`src/core/wdr_pkg.sv`:
```
// constants, types and helpers shared by the watchdog and reset block
// assumes a single 250 MHz core clock and an axi4-lite register bus
package wdr_pkg;

	// ------------------------------------------------------------------
	// register map
	// ------------------------------------------------------------------
	localparam logic [7:0] WDR_CTRL_OFS = 8'hd8;
	localparam logic [7:0] WDR_STAT_OFS = 8'he0;
	localparam logic [7:0] WDR_CTRL_RST = 8'hfe;
	localparam int WDR_C_BIT = 0;
	localparam int WDR_SR_BIT = 1;
	localparam int WDR_CNT_LSB = 2;
	localparam int WDR_ST_WAIT_BIT = 0;
	localparam int WDR_ST_STOP_BIT = 1;
	localparam int WDR_ST_ACT_BIT = 2;
	localparam int WDR_ST_NMI_BIT = 3;
	localparam int WDR_ST_CAUSE_BIT = 4;
	localparam logic [1:0] WDR_RESP_OKAY = 2'h0;
	localparam logic [1:0] WDR_RESP_SLVERR = 2'h2;

	// ------------------------------------------------------------------
	// timing, in core clock cycles
	// ------------------------------------------------------------------
	localparam int WDR_DIV_CYC = 12;
	localparam int WDR_PRE_CYC = 256;
	localparam int WDR_STEP_CYC = WDR_DIV_CYC * WDR_PRE_CYC;
	localparam int WDR_NUM_PERIODS = 64;
	localparam int WDR_MAX_PERIOD = WDR_STEP_CYC * WDR_NUM_PERIODS;
	localparam int WDR_STAB_CYC = 2048;
	localparam logic [6:0] WDR_CNT_RST = 7'h7f;
	localparam logic [6:0] WDR_CNT_FALL = 7'h40;
	localparam logic [11:0] WDR_RST_VEC = 12'hffe;

	typedef enum logic [1:0] {
		WDR_PM_RUN = 2'b00,
		WDR_PM_WAIT = 2'b01,
		WDR_PM_STOP = 2'b10
	} wdr_pm_e;

	// register field order is mirrored against the physical counter
	function automatic logic [5:0] wdr_rev6(input logic [5:0] v);
		logic [5:0] r;
		r = '0;
		for (int i = 0; i < 6; i++) begin
			r[i] = v[5 - i];
		end
		return r;
	endfunction : wdr_rev6

endpackage : wdr_pkg

```
`src/core/wdr_stab.sv`:
```
// reset stabilisation stretcher
// assumes trig is synchronous to clk; output is held for STAB cycles after trig drops
module wdr_stab import wdr_pkg::*; #(
	parameter int STAB = WDR_STAB_CYC
) (
	input wire logic clk,
	input wire logic sys_rst,
	input wire logic trig,
	output logic rst_out
);

	logic [11:0] cnt_r;
	logic act_r;

	// ------------------------------------------------------------------
	// delay counter
	// ------------------------------------------------------------------
	always_ff @(posedge clk or posedge sys_rst) begin
		if (sys_rst) begin
			cnt_r <= '0;
			act_r <= 1'b1;
		end else if (trig) begin
			cnt_r <= '0;
			act_r <= 1'b1;
		end else if (act_r) begin
			if (cnt_r == 12'(STAB - 1)) begin
				act_r <= 1'b0;
			end else begin
				cnt_r <= cnt_r + 12'h001;
			end
		end
	end

	assign rst_out = act_r;

	stab_count_a: assert property (@(posedge clk) disable iff (sys_rst)
		$fell(act_r) |-> $past(cnt_r) == 12'(STAB - 1) && !$past(trig))
		else $error("reset released before stabilisation count completed");

endmodule : wdr_stab

```
`src/core/wdr_top.sv`:
```
// digital watchdog with its reset generation and core reset hand-off
// assumes axi4-lite master on clk; pin inputs are asynchronous and synchronised here
// activation and stop-control options are build-time parameters

// Behaviour
// - watchdog timeout with watchdog active raises the internal chip reset
// - the internal chip reset returns the watchdog counter to its reset state
// - every reset source passes through the same stabilisation delay
// - internal reset releases 2048 cycles after the triggering condition ends
// - on reset the return stack is cleared and pc loads vector 0ffe
// - after reset the core runs in non-maskable interrupt mode
// - return from interrupt services a pending interrupt, else continues
// - register resets to 0fe (0ff with hardware option): activation per option, count and soft reset bits set
// - software option: inactive until software writes activation bit to one
// - once active, only a device reset deactivates the watchdog
// - inactive watchdog lets a stop instruction enter stop mode
// - hardware option: watchdog active from reset onward
// - hardware option without stop control: stop acts as wait, counting on
// - stop control, nmi pin low: stop acts as wait, counting on
// - hardware option with stop control, nmi pin high: counter frozen, core enters stop
// - leaving stop on an interrupt resumes counting from the held value
// - soft reset bit falling from one to zero resets the device
// - register bit 7 is counter lsb, register bit 2 its msb
// - reset fires when counter bit 6 falls to zero
// - 64 periods from 3072 to 196608 cycles in 3072-cycle steps
// - count clock is the internal clock divided by twelve
module wdr_top import wdr_pkg::*; #(
	parameter bit HW_ACTIVATION = 1'b0,
	parameter bit EXT_STOP = 1'b0,
	parameter int STAB = WDR_STAB_CYC,
	parameter int PRE = WDR_PRE_CYC
) (
	input wire logic clk,
	input wire logic sys_rst,
	input wire logic rst_pin_n,
	input wire logic nmi_pin,
	input wire logic stop_exec,
	input wire logic wake_irq,
	input wire logic return_from_interrupt_exec,
	input wire logic irq_pending,
	output logic chip_rst,
	output logic pc_load,
	output logic [11:0] pc_vector,
	output logic stack_clear,
	output logic nmi_mode,
	output logic return_from_interrupt_take_irq,
	output logic stop_mode,
	output logic wait_mode,
	output logic wd_active,
	input wire logic [7:0] s_axi_awaddr,
	input wire logic s_axi_awvalid,
	output logic s_axi_awready,
	input wire logic [31:0] s_axi_wdata,
	input wire logic [3:0] s_axi_wstrb,
	input wire logic s_axi_wvalid,
	output logic s_axi_wready,
	output logic [1:0] s_axi_bresp,
	output logic s_axi_bvalid,
	input wire logic s_axi_bready,
	input wire logic [7:0] s_axi_araddr,
	input wire logic s_axi_arvalid,
	output logic s_axi_arready,
	output logic [31:0] s_axi_rdata,
	output logic [1:0] s_axi_rresp,
	output logic s_axi_rvalid,
	input wire logic s_axi_rready
);

	// ------------------------------------------------------------------
	// pin synchronisers
	// ------------------------------------------------------------------
	logic pin_meta_r, pin_sync_r, nmi_meta_r, nmi_sync_r;

	always_ff @(posedge clk or posedge sys_rst) begin
		if (sys_rst) begin
			pin_meta_r <= 1'b0;
			pin_sync_r <= 1'b0;
			nmi_meta_r <= 1'b0;
			nmi_sync_r <= 1'b0;
		end else begin
			pin_meta_r <= rst_pin_n;
			pin_sync_r <= pin_meta_r;
			nmi_meta_r <= nmi_pin;
			nmi_sync_r <= nmi_meta_r;
		end
	end

	// ------------------------------------------------------------------
	// declarations
	// ------------------------------------------------------------------
	logic [6:0] cnt_r;
	logic ctrl_c_r;
	logic [3:0] div_r;
	logic [7:0] pre_r;
	logic step;
	logic timeout;
	logic soft_trig;
	logic trig_r;
	logic cause_r;
	logic nmi_mode_r;
	wdr_pm_e pm_r;
	logic aw_hold_r, w_hold_r, bvalid_r, rvalid_r;
	logic [7:0] awaddr_r;
	logic [31:0] wdata_r;
	logic [3:0] wstrb_r;
	logic [1:0] bresp_r, rresp_r;
	logic [31:0] rdata_r;
	logic do_write;
	logic ctrl_wr;
	logic stat_wr;
	logic [7:0] ctrl_rd;
	logic [7:0] stat_rd;

	// ------------------------------------------------------------------
	// reset generation
	// ------------------------------------------------------------------
	// all sources share one registered trigger so they see the same delay
	always_ff @(posedge clk or posedge sys_rst) begin
		if (sys_rst) begin
			trig_r <= 1'b0;
		end else begin
			trig_r <= timeout || soft_trig || !pin_sync_r;
		end
	end

	wdr_stab #(.STAB(STAB)) u_stab (
		.clk(clk),
		.sys_rst(sys_rst),
		.trig(trig_r),
		.rst_out(chip_rst)
	);

	assign pc_load = chip_rst;
	assign stack_clear = chip_rst;
	assign pc_vector = WDR_RST_VEC;

	// ------------------------------------------------------------------
	// core interrupt mode hand-off
	// ------------------------------------------------------------------
	always_ff @(posedge clk or posedge sys_rst) begin
		if (sys_rst) begin
			nmi_mode_r <= 1'b1;
		end else if (chip_rst) begin
			nmi_mode_r <= 1'b1;
		end else if (return_from_interrupt_exec) begin
			nmi_mode_r <= 1'b0;
		end
	end

	assign nmi_mode = nmi_mode_r;
	assign return_from_interrupt_take_irq = return_from_interrupt_exec && irq_pending;

	// ------------------------------------------------------------------
	// count clock
	// ------------------------------------------------------------------
	// the prescaler runs outside stop mode and is not cleared on a reload, so the first step after a reload can be short
	always_ff @(posedge clk or posedge sys_rst) begin
		if (sys_rst) begin
			div_r <= '0;
			pre_r <= '0;
		end else if (pm_r != WDR_PM_STOP) begin
			if (div_r == 4'(WDR_DIV_CYC - 1)) begin
				div_r <= '0;
				pre_r <= (pre_r == 8'(PRE - 1)) ? 8'h00 : pre_r + 8'h01;
			end else begin
				div_r <= div_r + 4'h1;
			end
		end
	end

	assign step = (div_r == 4'(WDR_DIV_CYC - 1)) && (pre_r == 8'(PRE - 1))
		&& (pm_r != WDR_PM_STOP);
	assign timeout = wd_active && step && (cnt_r == WDR_CNT_FALL) && !chip_rst;

	// ------------------------------------------------------------------
	// downcounter and activation
	// ------------------------------------------------------------------
	assign soft_trig = ctrl_wr && cnt_r[6] && !wdata_r[WDR_SR_BIT] && !chip_rst;

	always_ff @(posedge clk or posedge sys_rst) begin
		if (sys_rst) begin
			cnt_r <= WDR_CNT_RST;
		end else if (chip_rst) begin
			cnt_r <= WDR_CNT_RST;
		end else if (ctrl_wr) begin
			cnt_r <= {wdata_r[WDR_SR_BIT], wdr_rev6(wdata_r[7:WDR_CNT_LSB])};
		end else if (step) begin
			cnt_r <= cnt_r - 7'h01;
		end
	end

	always_ff @(posedge clk or posedge sys_rst) begin
		if (sys_rst) begin
			ctrl_c_r <= HW_ACTIVATION;
		end else if (chip_rst) begin
			ctrl_c_r <= HW_ACTIVATION;
		end else if (ctrl_wr && wdata_r[WDR_C_BIT]) begin
			ctrl_c_r <= 1'b1;
		end
	end

	assign wd_active = ctrl_c_r;
	assign ctrl_rd = {wdr_rev6(cnt_r[5:0]), cnt_r[6], ctrl_c_r};

	// watchdog-cause flag survives chip reset; set wins over software clear
	always_ff @(posedge clk or posedge sys_rst) begin
		if (sys_rst) begin
			cause_r <= 1'b0;
		end else if (timeout) begin
			cause_r <= 1'b1;
		end else if (stat_wr && wdata_r[WDR_ST_CAUSE_BIT]) begin
			cause_r <= 1'b0;
		end
	end

	// ------------------------------------------------------------------
	// power mode
	// ------------------------------------------------------------------
	always_ff @(posedge clk or posedge sys_rst) begin
		if (sys_rst) begin
			pm_r <= WDR_PM_RUN;
		end else if (chip_rst) begin
			pm_r <= WDR_PM_RUN;
		end else begin
			unique case (pm_r)
				WDR_PM_RUN: begin
					if (stop_exec) begin
						if (!wd_active) begin
							pm_r <= WDR_PM_STOP;
						end else if (HW_ACTIVATION && EXT_STOP && nmi_sync_r) begin
							pm_r <= WDR_PM_STOP;
						end else begin
							pm_r <= WDR_PM_WAIT;
						end
					end
				end
				WDR_PM_WAIT, WDR_PM_STOP: begin
					if (wake_irq) begin
						pm_r <= WDR_PM_RUN;
					end
				end
				default: begin
					pm_r <= WDR_PM_RUN;
				end
			endcase
		end
	end

	assign stop_mode = (pm_r == WDR_PM_STOP);
	assign wait_mode = (pm_r == WDR_PM_WAIT);
	assign stat_rd = {3'h0, cause_r, nmi_mode_r, wd_active, stop_mode, wait_mode};

	// ------------------------------------------------------------------
	// axi4-lite slave
	// ------------------------------------------------------------------
	assign s_axi_awready = !aw_hold_r && !bvalid_r;
	assign s_axi_wready = !w_hold_r && !bvalid_r;
	assign do_write = aw_hold_r && w_hold_r && !bvalid_r;
	assign ctrl_wr = do_write && (awaddr_r == WDR_CTRL_OFS) && wstrb_r[0];
	assign stat_wr = do_write && (awaddr_r == WDR_STAT_OFS) && wstrb_r[0];

	always_ff @(posedge clk or posedge sys_rst) begin
		if (sys_rst) begin
			aw_hold_r <= 1'b0;
			w_hold_r <= 1'b0;
			awaddr_r <= '0;
			wdata_r <= '0;
			wstrb_r <= '0;
			bvalid_r <= 1'b0;
			bresp_r <= WDR_RESP_OKAY;
		end else begin
			if (s_axi_awvalid && s_axi_awready) begin
				aw_hold_r <= 1'b1;
				awaddr_r <= s_axi_awaddr;
			end
			if (s_axi_wvalid && s_axi_wready) begin
				w_hold_r <= 1'b1;
				wdata_r <= s_axi_wdata;
				wstrb_r <= s_axi_wstrb;
			end
			if (do_write) begin
				aw_hold_r <= 1'b0;
				w_hold_r <= 1'b0;
				bvalid_r <= 1'b1;
				bresp_r <= (awaddr_r == WDR_CTRL_OFS || awaddr_r == WDR_STAT_OFS)
					? WDR_RESP_OKAY : WDR_RESP_SLVERR;
			end else if (bvalid_r && s_axi_bready) begin
				bvalid_r <= 1'b0;
			end
		end
	end

	assign s_axi_arready = !rvalid_r;

	always_ff @(posedge clk or posedge sys_rst) begin
		if (sys_rst) begin
			rvalid_r <= 1'b0;
			rdata_r <= '0;
			rresp_r <= WDR_RESP_OKAY;
		end else if (s_axi_arvalid && s_axi_arready) begin
			rvalid_r <= 1'b1;
			if (s_axi_araddr == WDR_CTRL_OFS) begin
				rdata_r <= {24'h000000, ctrl_rd};
				rresp_r <= WDR_RESP_OKAY;
			end else if (s_axi_araddr == WDR_STAT_OFS) begin
				rdata_r <= {24'h000000, stat_rd};
				rresp_r <= WDR_RESP_OKAY;
			end else begin
				rdata_r <= '0;
				rresp_r <= WDR_RESP_SLVERR;
			end
		end else if (rvalid_r && s_axi_rready) begin
			rvalid_r <= 1'b0;
		end
	end

	assign s_axi_bvalid = bvalid_r;
	assign s_axi_bresp = bresp_r;
	assign s_axi_rvalid = rvalid_r;
	assign s_axi_rdata = rdata_r;
	assign s_axi_rresp = rresp_r;

	// ------------------------------------------------------------------
	// checks
	// ------------------------------------------------------------------
	timeout_reset_a: assert property (@(posedge clk) disable iff (sys_rst)
		timeout |-> ##2 chip_rst)
		else $error("timeout did not raise chip reset");

	reset_value_a: assert property (@(posedge clk) disable iff (sys_rst)
		chip_rst |=> ctrl_rd == (HW_ACTIVATION ? 8'hff : WDR_CTRL_RST))
		else $error("control register not at reset value");

	nmi_after_reset_a: assert property (@(posedge clk) disable iff (sys_rst)
		$fell(chip_rst) |-> nmi_mode_r)
		else $error("core not in nmi mode after reset");

	active_latch_a: assert property (@(posedge clk) disable iff (sys_rst)
		$fell(wd_active) |-> $past(chip_rst))
		else $error("watchdog deactivated without reset");

	hw_always_a: assert property (@(posedge clk) disable iff (sys_rst)
		HW_ACTIVATION |-> wd_active)
		else $error("hardware watchdog inactive");

	stop_freeze_a: assert property (@(posedge clk) disable iff (sys_rst)
		stop_mode && $past(stop_mode) && !$past(ctrl_wr) && !$past(chip_rst)
		|-> $stable(cnt_r))
		else $error("counter moved in stop mode");

	soft_reset_a: assert property (@(posedge clk) disable iff (sys_rst)
		ctrl_wr && cnt_r[6] && !wdata_r[WDR_SR_BIT] && !chip_rst |-> ##2 chip_rst)
		else $error("soft reset bit clear did not reset");

	count_load_a: assert property (@(posedge clk) disable iff (sys_rst)
		ctrl_wr && !chip_rst |=> ctrl_rd[7:1] == $past(wdata_r[7:1]))
		else $error("count write not loaded");

	idle_stop_a: assert property (@(posedge clk) disable iff (sys_rst)
		pm_r == WDR_PM_RUN && stop_exec && !wd_active && !chip_rst |=> stop_mode)
		else $error("stop refused while watchdog inactive");

endmodule : wdr_top

```
`config.mk`:
```
export PLATFORM = sky130hd
export DESIGN_NAME = wdr_top
export DESIGN_NICKNAME = d
export VERILOG_FILES = /design/src/core/wdr_pkg.sv /design/src/core/wdr_stab.sv /design/src/core/wdr_top.sv
export SDC_FILE = /design/constraint.sdc
export NUM_CORES = 1
export LEC_CHECK = 0
export BUFFER_PORTS_ARGS = -buffer_cell sky130_fd_sc_hd__buf_2
export CORE_MARGIN = 8
export CORE_UTILIZATION = 55
export DETAILED_ROUTE_END_ITERATION = 10
export PLACE_DENSITY = 0.86
export REMOVE_ABC_BUFFERS = 1
export SLEW_MARGIN = 20
export SYNTH_ARGS = -nofsm -noshare
export SYNTH_HDL_FRONTEND = slang
export SYNTH_SLANG_ARGS = --single-unit
export TNS_END_PERCENT = 5
```
`constraint.sdc`:
```
create_clock -name clk -period 3.89 [get_ports clk]
set_input_delay 0.389 -clock clk [delete_from_list [all_inputs] [get_ports clk]]
set_output_delay 0.389 -clock clk [all_outputs]
set_load 0.01 [all_outputs]
```
Yosys cells after proc, flatten, opt, wreduce, memory -nomap -nowiden
Index checks and enable logic that the tools add are counted.
{"block": "classes", "n_mul": 0, "div_mod_pow": 0, "shifts": 0, "mux": 35, "n_addsub": 4, "bitwise_logic": 0, "n_lt_le_gt_ge": 0, "eq_ne": 14, "reduce_logical": 48}
{"operator": "$eq A8 B8 Y1 const B", "n": 5}
{"operator": "$mux W12", "n": 3}
{"operator": "$logic_and A1 B1 Y1", "n": 24}
{"operator": "$mux W7", "n": 3}
{"operator": "$mux W1", "n": 17}
{"operator": "$mux W8", "n": 2}
{"operator": "$reduce_bool A2 Y1", "n": 8}
{"operator": "$mux W2", "n": 7}
{"operator": "$add A12 B1 Y12 const B", "n": 1}
{"operator": "$eq A12 B11 Y1 const B", "n": 1}
{"operator": "$add A8 B1 Y8 const B", "n": 1}
{"operator": "$eq A7 B7 Y1 const B", "n": 1}
{"operator": "$logic_not A1 Y1", "n": 7}
{"operator": "$sub A7 B1 Y7 const B", "n": 1}
{"operator": "$ne A3 B2 Y1 const B", "n": 2}
{"operator": "$reduce_and A2 Y1", "n": 3}
{"operator": "$mux W5", "n": 1}
{"operator": "$add A4 B1 Y4 const B", "n": 1}
{"operator": "$eq A4 B4 Y1 const B", "n": 1}
{"operator": "$mux W4", "n": 1}
{"operator": "$ne A2 B2 Y1 const B", "n": 2}
{"operator": "$pmux W2 S2", "n": 1}
{"operator": "$logic_or A1 B1 Y1", "n": 3}
{"operator": "$reduce_bool A3 Y1", "n": 1}
{"operator": "4 further kinds", "n": 4}
{"block": "totals", "romBits": 0, "inputBits": 65, "n_memories": 0, "latchBits": 0, "mem_bits_rw": 0, "regBits": 97}

Longest topological paths before layout
Gate-level depths: netlist of the first run.
{"block": "depth", "ltp_word": 9, "depth_mapped": 9, "depth_no_buf": 7}

Hierarchy
A second synthesis of the first run with hierarchy kept.
{"block": "hier_totals", "cells_unflattened": 367, "area_unflattened_um2": 3901.2}
{"module": "wdr_top", "n_inst": 1, "cells_per_inst": 290, "area_each_um2": 3179.3}
{"module": "wdr_stab", "n_inst": 1, "cells_per_inst": 77, "area_each_um2": 721.9}

Worst setup path before layout of the first run
Ideal clock, no wire load.
{"block": "synth_timing", "kind": "reg2reg", "startpoint": "reg pm_r[0]", "endpoint": "reg cnt_r[4]", "t_arrival_ps": 1777, "path_buffers": 2, "path_stages_with_launch": 10, "setup_ps": 73, "slack_ps": 2040, "required_time_ps": 3817, "path_cell_list": "dfrtp_1 -> inv_1 -> ha_1 -> buf_6 -> and4bb_4 -> and3_4 -> buf_6 -> nand3_1 -> xnor2_1 -> a21oi_1"}
{"block": "synth_between", "elab_chain_cells": 3}
{"item": "from (decl)", "line_no": "wdr_top.sv:101", "rtl": "wdr_pm_e pm_r;"}
{"item": "from (signal assigned)", "line_no": "wdr_top.sv:221", "rtl": "pm_r <= WDR_PM_RUN;"}
{"item": "from (signal assigned)", "line_no": "wdr_top.sv:223", "rtl": "pm_r <= WDR_PM_RUN;"}
{"item": "from (signal assigned)", "line_no": "wdr_top.sv:229", "rtl": "pm_r <= WDR_PM_STOP;"}
{"item": "$ne A2 B2 Y1", "line_no": "wdr_top.sv:172", "rtl": "&& (pm_r != WDR_PM_STOP);"}
{"item": "$logic_and A1 B1 Y1", "line_no": "wdr_top.sv:172"}
{"item": "$reduce_bool A3 Y1 (no source line)"}
{"item": "to (signal assigned)", "line_no": "wdr_top.sv:186", "rtl": "cnt_r <= {wdata_r[WDR_SR_BIT], wdr_rev6(wdata_r[7:WDR_CNT_LSB])};"}
{"item": "to (signal assigned)", "line_no": "wdr_top.sv:188", "rtl": "cnt_r <= cnt_r - 7'h01;"}
{"item": "to (decl)", "line_no": "wdr_top.sv:91", "rtl": "logic [6:0] cnt_r;"}
Every way passes these cells.
A chain may end at the register's enable or synchronous reset.

Final worst setup path of the first run
{"block": "layout_timing", "startpoint": "reg pm_r[0]", "endpoint": "reg cnt_r[6]"}
Same word-level chain as after synthesis.

==> results of run 1 <==
[metrics by stage]
step           std cells  worst slack [ns]
5_1_grt              503              1.79
3_5_place_dp         487              1.96
3_3_place_gp         487              2.01
6_report             503              1.93
2_1_floorplan        347              1.72
4_1_cts              503              1.92
[Yosys cell counts (9+ instances only)]
cell	n
sky130_fd_sc_hd__nand2_1	32
sky130_fd_sc_hd__inv_1	16
sky130_fd_sc_hd__xnor2_1	10
sky130_fd_sc_hd__a21oi_1	10
sky130_fd_sc_hd__dfrtp_1	62
sky130_fd_sc_hd__mux2_2	19
sky130_fd_sc_hd__nor2_1	33
sky130_fd_sc_hd__nand3_1	9
sky130_fd_sc_hd__buf_4	40
sky130_fd_sc_hd__dfstp_2	9
sky130_fd_sc_hd__nor3_1	11
[layer usage]
| layer | vias to the layer above | share of wire [%] | GRT usage, % |
|---|---|---|---|
| li1 | 1267 | - | - |
| met1 | 1270 | 44 | 18.6 |
| met2 | 106 | 46 | 24.1 |
| met3 | 6 | 9.6 | 5.78 |
| met4 | 0 | 0.60 | 6.49 |
| met5 | - | 0 | 0 |
[path summary, 6_finish.rpt]
path / start / end / slack [ns] / cells past startpoint
hold / removal: rst_pin_n / pin_meta_r / 0.15 / 1
setup / recovery: pm_r[0] / cnt_r[6] / 1.93 / 7
setup reg to reg: pm_r[0] / cnt_r[6] / 1.93 / 7
min in group asynchronous: sys_rst / pin_meta_r / 0.24 / 2
hold reg to reg: pin_meta_r / pin_sync_r / 0.37 / 0
max in group asynchronous: sys_rst / cnt_r[1] / 2.73 / 3
[registers in the layout (all words and copies together) (netlist names)]
name / cells
aw_hold_r: 1
trig_r: 1
u_stab.cnt_r: 12
w_hold_r: 1
awaddr_r: 8
s_axi_rdata: 8
s_axi_rvalid: 1
pre_r: 8
u_stab.rst_out: 1
nmi_mode: 1
div_r: 4
cnt_r: 7
wd_active: 1
wstrb_r: 1
wdata_r: 8
pin_meta_r: 1
s_axi_rresp: 1
s_axi_bresp: 1
s_axi_bvalid: 1
pm_r: 2
cause_r: 1
pin_sync_r: 1
[logic make-up after synthesis]
group / count (synthesis)
AO/OA/AOI/OAI: 44
XOR/XNOR: 18
adder cells (fa/ha/maj): 8
buffers and inverters: 64
flip-flops: 71
multiplexers: 25
other: 2
AND/OR/NAND/NOR: 127
[final cells by class]
class / count / area (um^2)
Multi-Input combinational cell: 260 / 1690
Fill cell: 545 / 2500
Clock buffer: 14 / 183
Tap cell: 80 / 100
Inverter: 16 / 60.1
Clock inverter: 2 / 60.1
Timing Repair Buffer: 60 / 303
Sequential cell: 71 / 1790
[power breakdown]
group	switching, W	internal (W)	total, W
clock	0.000264	0.000432	0.000695
sequential	0.000119	0.000888	0.00101
combinational	0.000190	0.000211	0.000401
==> results.txt, run 1 <==
----------------------------------------------------
[Critical path]
  CP peak stage delay ... 0.41 ns
  Critical Path End Type ... flop
  CP cell instances ... inv_1, ha_1, and4bb_4, and3_4, nand3_1, xor2_1, a21oi_1
  Crit-path slowest cell ... sky130_fd_sc_hd__and4bb_4
  Family with the most delay on the worst path ... simple AND/OR/NAND/NOR gates
  Highest fanout seen on the critical path ... 13
  Critical setup path kind ... reg2reg
  Worst Path Required ... 4.17 ns
  Critical Path Start Type ... flop
  CP Buf/Inv Count ... 1
  Critical path arrival ... about 2.2 ns

[Clocking]
  Number of CTS-inserted buffers ... 9
  CTS tree ... yes
  CTS max path bufs ... 2
  Clock slew seen by the registers of the worst setup and hold paths ... approximately 0.070 ns
  Resized Gates After CTS ... 0
  Post-CTS Setup Inserts ... 0
  Number of hold-repair buffers added at the cts stage ... 0
  Clock insertion delay at the later pin of the skew report ... 0.35 ns
  Maximum level of the CTS H-tree ... 3
  TritonCTS sink count ... 71
  CTS root buf ... sky130_fd_sc_hd__clkbuf_8

[Flow run]
  Total of max-cap violations ... 0

[Cells and area]
  Final core occ ... 62.6%
  Share of final-layout standard cells stronger than drive strength 1 ... approximately 28%
  Nets ... 491
  Post-route cell area ... 4180 um^2
  ANT cells ... 0
  Post-synthesis to final-layout area growth ... 11.5%
  Leading cell type in the layout, fill and taps excluded ... sky130_fd_sc_hd__dfrtp_1
  Most frequent cells in the layout ... sky130_fd_sc_hd__dfrtp_1, sky130_fd_sc_hd__buf_2, sky130_fd_sc_hd__conb_1, sky130_fd_sc_hd__nor2_1, sky130_fd_sc_hd__nand2_1

[Die]
  Die Area ... just under 10000 um^2
  # IOs ... about 130
  Die extent in x ... between 90 and 100 um
  Standard cell core area ... 6680 um^2
  Effective utilization at floorplan ... ~56%
  Floorplan row count ... 30
  Height of the chip ... 98.6 um

[Power]
  Worst-case vdd ir drop ... 0.375 mV
  Total power ... between 0.002 and 0.0025 W
  Static leakage power ... just under 2 nW
  Power per cell area ... 503 nW/um^2

[Yosys]
  Post-synth design cell area ... ~3700 um^2
  Post-synthesis area per instance ... ~10 um^2
  XOR/XNOR Fraction of Synth Area ... 4.21%
  Post-synth top area cell ... sky130_fd_sc_hd__dfrtp_1
  Post-synthesis adder-cell area fraction ... 2.67%
  Flip-flop and latch count after synthesis ... 71
  Yosys warning total ... 0
  Share of the synthesized area in compound gates (AO/OA/AOI/OAI) ... roughly 8%
  Cell types occupying the most area after synthesis ... sky130_fd_sc_hd__dfrtp_1, sky130_fd_sc_hd__buf_4, sky130_fd_sc_hd__dfstp_2
  Instance count of the mapped netlist ... 359
  Most instantiated flip-flop cell in the synthesis netlist ... sky130_fd_sc_hd__dfrtp_1
  Sequential-to-total area share from yosys stat ... 47.7%
  Number of enable-type register cells in the synthesized netlist ... 0
  Share of synthesized registers carrying an async set or reset ... between 90% and 100%
  Proportion of synthesized area in mux cells ... 7.31%
  Number of distinct library cells after synthesis ... 60
  Largest family of logic cells by synthesized area ... simple AND/OR/NAND/NOR gates
  Synth Area in Simple Gates ... between 10% and 20%
  Fraction of synthesized cell area taken by the top area cell type ... 41.4%

[Placed design]
  Input/output buffers ... slightly below 60
  Total half-perimeter wirelength after legalization and detailed placement ... 5590 um
  Total placed instance area ... 3940 um^2
  Final weighted congestion in routability-driven placement ... 0.774

[Run status]
  Run status ... completed

[Detailed routing]
  ANT nets after route ... 0
  Vias after detailed routing ... 2649
  Wirelength per Cell ... 14.6 um
  Initial DRC Count ... between 150 and 200
  Detailed-router iteration count before antenna repair ... 4
  Final routed DRC violation total ... 0
  Total routed wirelength ... 7340 um
  Post-detailed-route via-to-cell ratio ... 5.27

[STA]
  Hold slack final ... ~0.15 ns
  Setup repair after global routing missed its margin ... no
  Highest Clock Rate ... 511 MHz
  Minimum clock period ... 1.96 ns
  Final critical-path share of the clock period ... 50.3%
  Worst slew slack as a fraction of its limit ... a little under two fifths
  Maximum clock skew at final layout ... 0.00676 ns
  Final Hold Fails ... 0
  Count of final setup violators ... 0
  Total count of max-transition violations in the final report ... 0
  Setup TNS ... 0 ns
  Worst slew pin tran ... slightly above 0.9 ns

[Min path]
  Type of the most critical hold path ... in2reg

[Global route]
  Maximum number of pins on one net before global-route repair ... 48
  Number of antenna violations at the first check in global routing ... 0
  Number of global-route vias before repair ... 2719
  Total routing usage reported by global routing ... 15.4%
  GRT overflow ... 0
  Global-route wire length before repair ... 12300 um

----------------------------------------------------
(Power assumes the default switching activity.)
==> inputs of run 2 (changes only) <==
CORE_UTILIZATION = 51   (was 55)
PLACE_DENSITY = 0.81   (was 0.86)
clock period = 1.9 ns   (was 3.89 ns; I/O delays follow)
==> run 2 against run 1 <==
Against the previous run:
- hold slack got worse by 0.13 ns
- clock skew increased by 0.0046 ns
- final cell count grew 5.4%
- flip-flop and latch count is the same
- die area up 6.6%
- sequential power increased by 100%
- final area rose by 1.9%
- first-iteration DRC count is 50% lower
- setup slack worse by 1.8 ns
- non-clock buffer count is 9 higher
- critical endpoint is now pre_r[5]
==> results.txt, run 2 (synthesis gave the netlist of run 1 again) <==
----------------------------------------------------
[Power]
  Fraction of power consumed by combinational cells ... 20.2%
  Internal power ... 0.00304 W
  Power per cell area ... 988 nW/um^2
  Static leakage power ... 1.99 nW
  Clock power frac ... 31.1%
  Net switching component of the power ... 0.00117 W
  Worst-case vdd ir drop ... 0.635 mV
  Sequential fraction of design power ... 48.7%
  Switching Share ... 27.9%

[Die]
  # IOs ... 126
  Floorplan row count ... 31
  Die extent in x ... 102 um
  Effective utilization at floorplan ... 52.2%
  Die Area ... a little over 10000 um^2
  Standard cell core area ... 7180 um^2
  Height of the chip ... just over 100 um

[STA]
  Final Hold Fails ... 0
  Total count of max-transition violations in the final report ... 0
  Count of final setup violators ... 0
  Maximum clock skew at final layout ... around 0.011 ns
  Setup repair after global routing missed its margin ... no
  Highest Clock Rate ... 565 MHz
  Worst slew slack as a fraction of its limit ... 66.5%
  Minimum clock period ... approximately 1.8 ns
  Worst slew pin tran ... 0.499 ns
  Smallest setup slack after layout ... 0.130 ns
  Final critical-path share of the clock period ... 93.1%

[Critical path]
  Critical path arrival ... 2.00 ns
  Critical Path Start Type ... flop
  Worst Path Required ... ~2.1 ns
  Highest fanout seen on the critical path ... 8
  Critical Path End Type ... flop
  Critical setup path kind ... reg2reg

[Placed design]
  Final weighted congestion in routability-driven placement ... between 0.8 and 0.9
  Total placed instance area ... 4030 um^2
  Total half-perimeter wirelength after legalization and detailed placement ... 5550 um
  Input/output buffers ... 59
  Setup slack after placement ... 0.137 ns

[Clocking]
  Clock insertion delay at the later pin of the skew report ... 0.34 ns
  CTS max path bufs ... 2
  TritonCTS sink count ... 71
  Clock slew seen by the registers of the worst setup and hold paths ... 0.08 ns
  Number of hold-repair buffers added at the cts stage ... 2
  CTS tree ... yes
  CTS root buf ... sky130_fd_sc_hd__clkbuf_8
  Number of CTS-inserted buffers ... 9
  Resized Gates After CTS ... 0
  Post-CTS Setup Inserts ... 0
  Maximum level of the CTS H-tree ... 3

[Detailed routing]
  Post-detailed-route via-to-cell ratio ... 5.00
  Detailed-router iteration count before antenna repair ... 4
  Final routed DRC violation total ... 0
  Met2 routed wirelength ... 3530 um
  Routed length on met3 ... 662 um
  ANT nets after route ... 0
  Max Used Layer ... met4
  Initial DRC Count ... just under 90
  Wirelength per Cell ... approximately 14 um
  Length of routed wiring on met1 ... between 3000 and 4000 um
  Vias after detailed routing ... 2651
  Total routed wirelength ... 7360 um

[Run status]
  Run status ... completed

[Global route]
  Number of global-route vias before repair ... 2683
  Global-route wire length before repair ... 12200 um
  GRT overflow ... 0
  Total routing usage reported by global routing ... 14.8%
  Maximum number of pins on one net before global-route repair ... 46
  Number of antenna violations at the first check in global routing ... 0

[Cells and area]
  Nets ... 500
  Share of final-layout standard cells stronger than drive strength 1 ... 28.8%
  Number of flip-flops under the largest register name ... 12
  Register containing the most flip-flops in the final layout ... u_stab.cnt_r
  Most frequent cells in the layout ... sky130_fd_sc_hd__dfrtp_1, sky130_fd_sc_hd__buf_2, sky130_fd_sc_hd__conb_1, sky130_fd_sc_hd__nor2_1, sky130_fd_sc_hd__nand2_1
  Total of fill cells in the finished design ... 604
  ANT cells ... 0
  Post-synthesis to final-layout area growth ... 13.7%
  Area used by multi-input combinational logic ... 1690 um^2
  Post-route cell area ... 4260 um^2
  Storage cell area ... between 1500 and 2000 um^2
  Final core occ ... 59.4%
  Leading cell type in the layout, fill and taps excluded ... sky130_fd_sc_hd__dfrtp_1

[Min path]
  Type of the most critical hold path ... in2reg

[Flow run]
  Total of max-cap violations ... 0

----------------------------------------------------
[run 2: changes by cell type in the layout (fill, tap and decap cells not counted), sizes merged]
cell and delta:
dlygate4sd3 +2, buf +7, clkinv +1, clkbuf -2
[run 2: per-stage QoR]
step	hold slack (ns)	cells	setup TNS (ns)	total power, W
floorplan	0.221	347	-4.44	0.00266
global placement	0.253	513	0	0.00286
detailed placement	0.257	513	0	0.00293
CTS	0.00831	530	0	0.00425
global route	0.0141	530	0	0.00445
finish	0.0218	530	0	0.00421
[run 2: final cells by class]
class / count / area share [%]
well taps: 99 / 2.91
flip-flops and latches: 71 / 42.0
clock buffers: 12 / 3.41
inverters: 16 / 1.41
clock inverters: 3 / 1.61
repair buffers: 69 / 9.10
multi-input cells: 260 / 39.6
[run 2: critical path, stage by stage, from the launching register on]
cell and delay, ns:
sky130_fd_sc_hd__dfrtp_1 0.37, sky130_fd_sc_hd__inv_1 0.07, sky130_fd_sc_hd__ha_1 0.20, sky130_fd_sc_hd__buf_4 0.16, sky130_fd_sc_hd__nand4bb_1 0.22, sky130_fd_sc_hd__nor2_1 0.27
sky130_fd_sc_hd__nand3_1 0.14, sky130_fd_sc_hd__xor2_1 0.17, sky130_fd_sc_hd__nor2_1 0.05
[run 2: final timing paths]
check | depth (start not counted) | end | slack, ns | from
worst min-delay path | 2 | s_axi_bvalid | 0.02 | s_axi_bready
max in group asynchronous | 4 | nmi_mode | 0.82 | sys_rst
worst min register to register | 0 | pin_sync_r | 0.35 | pin_meta_r
worst max register to register | 8 | pre_r[5] | 0.13 | pm_r[0]
min in group asynchronous | 3 | u_stab.cnt_r[7] | 0.42 | sys_rst
worst max-delay path | 8 | pre_r[5] | 0.13 | pm_r[0]
[run 2: per-layer routing]
layer  up-vias  track usage (%)
li1       1283                -
met1      1270             17.2
met2        88             25.3
met3        10             3.57
met4         0             6.53
met5         -                0
[run 2: power groups by stage]
stage	Clock, W	Combinational, W	Sequential [W]
global placement	0	0.000803	0.00205
CTS	0.00134	0.000863	0.00205
finish	0.00131	0.000849	0.00205
floorplan	0	0.000637	0.00202
detailed placement	0	0.000855	0.00208
global route	0.00139	0.000954	0.00210
==> inputs of run 3 (changes only) <==
CTS_BUF_LIST = sky130_fd_sc_hd__clkbuf_16   (was unset)
==> run 3 against run 2 <==
Against the previous run:
- non-clock buffer count increased by 3
- setup slack got worse by 0.0017 ns
- critical path type unchanged
- final cell count increased by 0.57%
- clock power increased by 31%
- sequential share of layout area decreased by 1.1 points
- total power increased by 9.9%
==> results.txt, run 3 (synthesis gave the netlist of run 1 again) <==
----------------------------------------------------
[Power]
  Static leakage power ... 2.06 nW
  Power per cell area ... 1060 nW/um^2
  Worst-case vdd ir drop ... 0.640 mV

[Detailed routing]
  Final routed DRC violation total ... 0
  ANT nets after route ... 0
  Wirelength per Cell ... 14.3 um
  Post-detailed-route via-to-cell ratio ... ~5
  Detailed-router iteration count before antenna repair ... 4
  Total routed wirelength ... 7610 um
  Vias after detailed routing ... 2666
  Initial DRC Count ... 127

[Placed design]
  Input/output buffers ... 59
  Total half-perimeter wirelength after legalization and detailed placement ... 5550 um
  Total placed instance area ... 4030 um^2
  Final weighted congestion in routability-driven placement ... 0.863

[Die]
  Floorplan row count ... 31
  Standard cell core area ... 7180 um^2
  # IOs ... 126
  Height of the chip ... 102 um
  Die extent in x ... between 100 and 150 um
  Effective utilization at floorplan ... between 50% and 60%
  Die Area ... between 10000 and 15000 um^2

[Clocking]
  CTS tree ... yes
  CTS max path bufs ... 2
  Number of CTS-inserted buffers ... 9
  Clock slew seen by the registers of the worst setup and hold paths ... 0.06 ns
  Clock insertion delay at the later pin of the skew report ... 0.33 ns
  TritonCTS sink count ... roughly 70
  CTS root buf ... sky130_fd_sc_hd__clkbuf_16
  Maximum level of the CTS H-tree ... 3

[Cells and area]
  Total of fill cells in the finished design ... 586
  Post-synthesis to final-layout area growth ... 16.7%
  ANT cells ... 0
  Number of flip-flops under the largest register name ... 12
  Post-route cell area ... around 4400 um^2
  Nets ... 503
  Leading cell type in the layout, fill and taps excluded ... sky130_fd_sc_hd__dfrtp_1
  Storage cell area ... 1790 um^2
  Area used by multi-input combinational logic ... 1690 um^2
  Most frequent cells in the layout ... sky130_fd_sc_hd__dfrtp_1, sky130_fd_sc_hd__buf_2, sky130_fd_sc_hd__conb_1, sky130_fd_sc_hd__nor2_1, sky130_fd_sc_hd__nand2_1
  Register containing the most flip-flops in the final layout ... u_stab.cnt_r
  Share of final-layout standard cells stronger than drive strength 1 ... 29.0%

[Global route]
  Number of global-route vias before repair ... 2775
  Number of antenna violations at the first check in global routing ... 0
  Global-route wire length before repair ... 12700 um
  Maximum number of pins on one net before global-route repair ... 46
  GRT overflow ... 0
  Total routing usage reported by global routing ... 15.5%

[Min path]
  Type of the most critical hold path ... in2reg

[STA]
  Final Hold Fails ... 0
  Maximum clock skew at final layout ... 0.00789 ns
  Total count of max-transition violations in the final report ... 0
  Final critical-path share of the clock period ... ~93%
  Hold slack final ... between 0.04 and 0.05 ns
  Highest Clock Rate ... between 500 and 600 MHz
  Count of final setup violators ... 0
  Setup TNS ... 0 ns
  Worst slew slack as a fraction of its limit ... 65.7%
  Minimum clock period ... 1.77 ns
  Worst slew pin tran ... 0.513 ns

[Critical path]
  Register-to-register setup slack ... 0.13 ns
  Highest fanout seen on the critical path ... 8
  Worst Path Required ... 2.11 ns
  Critical path arrival ... 1.98 ns
  Critical setup path kind ... reg2reg
  Critical Path Start Type ... flop
  Critical Path End Type ... flop

[Flow run]
  Total of max-cap violations ... 0

[Run status]
  Run status ... completed

----------------------------------------------------
## run 3: final cells by class
type,instances,share of cell area [%]
Clock buffer,9,5.15
Clock inverter,6,1.83
Inverter,16,1.37
Multi-Input combinational cell,260,38.6
Sequential cell,71,40.9
Tap cell,99,2.83
Timing Repair Buffer,72,9.38
## run 3: final timing paths
check                              from               to  depth (start not counted)
setup / recovery                pm_r[0]         pre_r[5]                          8
max in group asynchronous       sys_rst         nmi_mode                          4
min in group asynchronous       sys_rst  u_stab.cnt_r[7]                          3
hold reg to reg              pin_meta_r       pin_sync_r                          0
setup reg to reg                pm_r[0]         pre_r[5]                          8
hold / removal             s_axi_bready     s_axi_bvalid                          2
## run 3: worst max-delay path: stages, from the launching register on
cell	delay, ns
sky130_fd_sc_hd__dfrtp_1	0.37
sky130_fd_sc_hd__inv_1	0.07
sky130_fd_sc_hd__ha_1	0.20
sky130_fd_sc_hd__buf_4	0.16
sky130_fd_sc_hd__nand4bb_1	0.22
sky130_fd_sc_hd__nor2_1	0.26
sky130_fd_sc_hd__nand3_1	0.14
sky130_fd_sc_hd__xor2_1	0.17
sky130_fd_sc_hd__nor2_1	0.05
## run 3: layer usage
layer / share of wire, % / track usage, % / up-vias
met5: 0 / 0 / -
met4: 1.2 / 6.53 / 0
met3: 7.9 / 3.78 / 8
met2: 49 / 26.8 / 80
met1: 42 / 17.8 / 1287
li1: - / - / 1291
## run 3: through the flow
stage,utilization (%),cells,setup slack (ns),total power (W)
floorplan,-,347,-0.0717,0.00266
global placement,56.1,513,0.170,0.00286
detailed placement,56.1,513,0.137,0.00293
CTS,60.7,530,0.102,0.00466
global route,61.0,533,-0.00389,0.00488
finish,61.0,533,0.129,0.00463
## run 3: report_power, final
| part | internal (W) | switching [W] | total, W |
|---|---|---|---|
| registers | 0.00182 | 0.000239 | 0.00206 |
| clock network | 0.00113 | 0.000585 | 0.00171 |
| logic | 0.000449 | 0.000405 | 0.000854 |
| total | 0.00340 | 0.00123 | 0.00463 |
## run 3: repair_timing
item / 4_1_cts / 5_1_grt
buffers inserted: 0 / 3
setup endpoints to repair: 0 / 2
hold endpoints to repair: 22 / 0
resized for setup: 0 / 0
hold buffers: 2 / 0
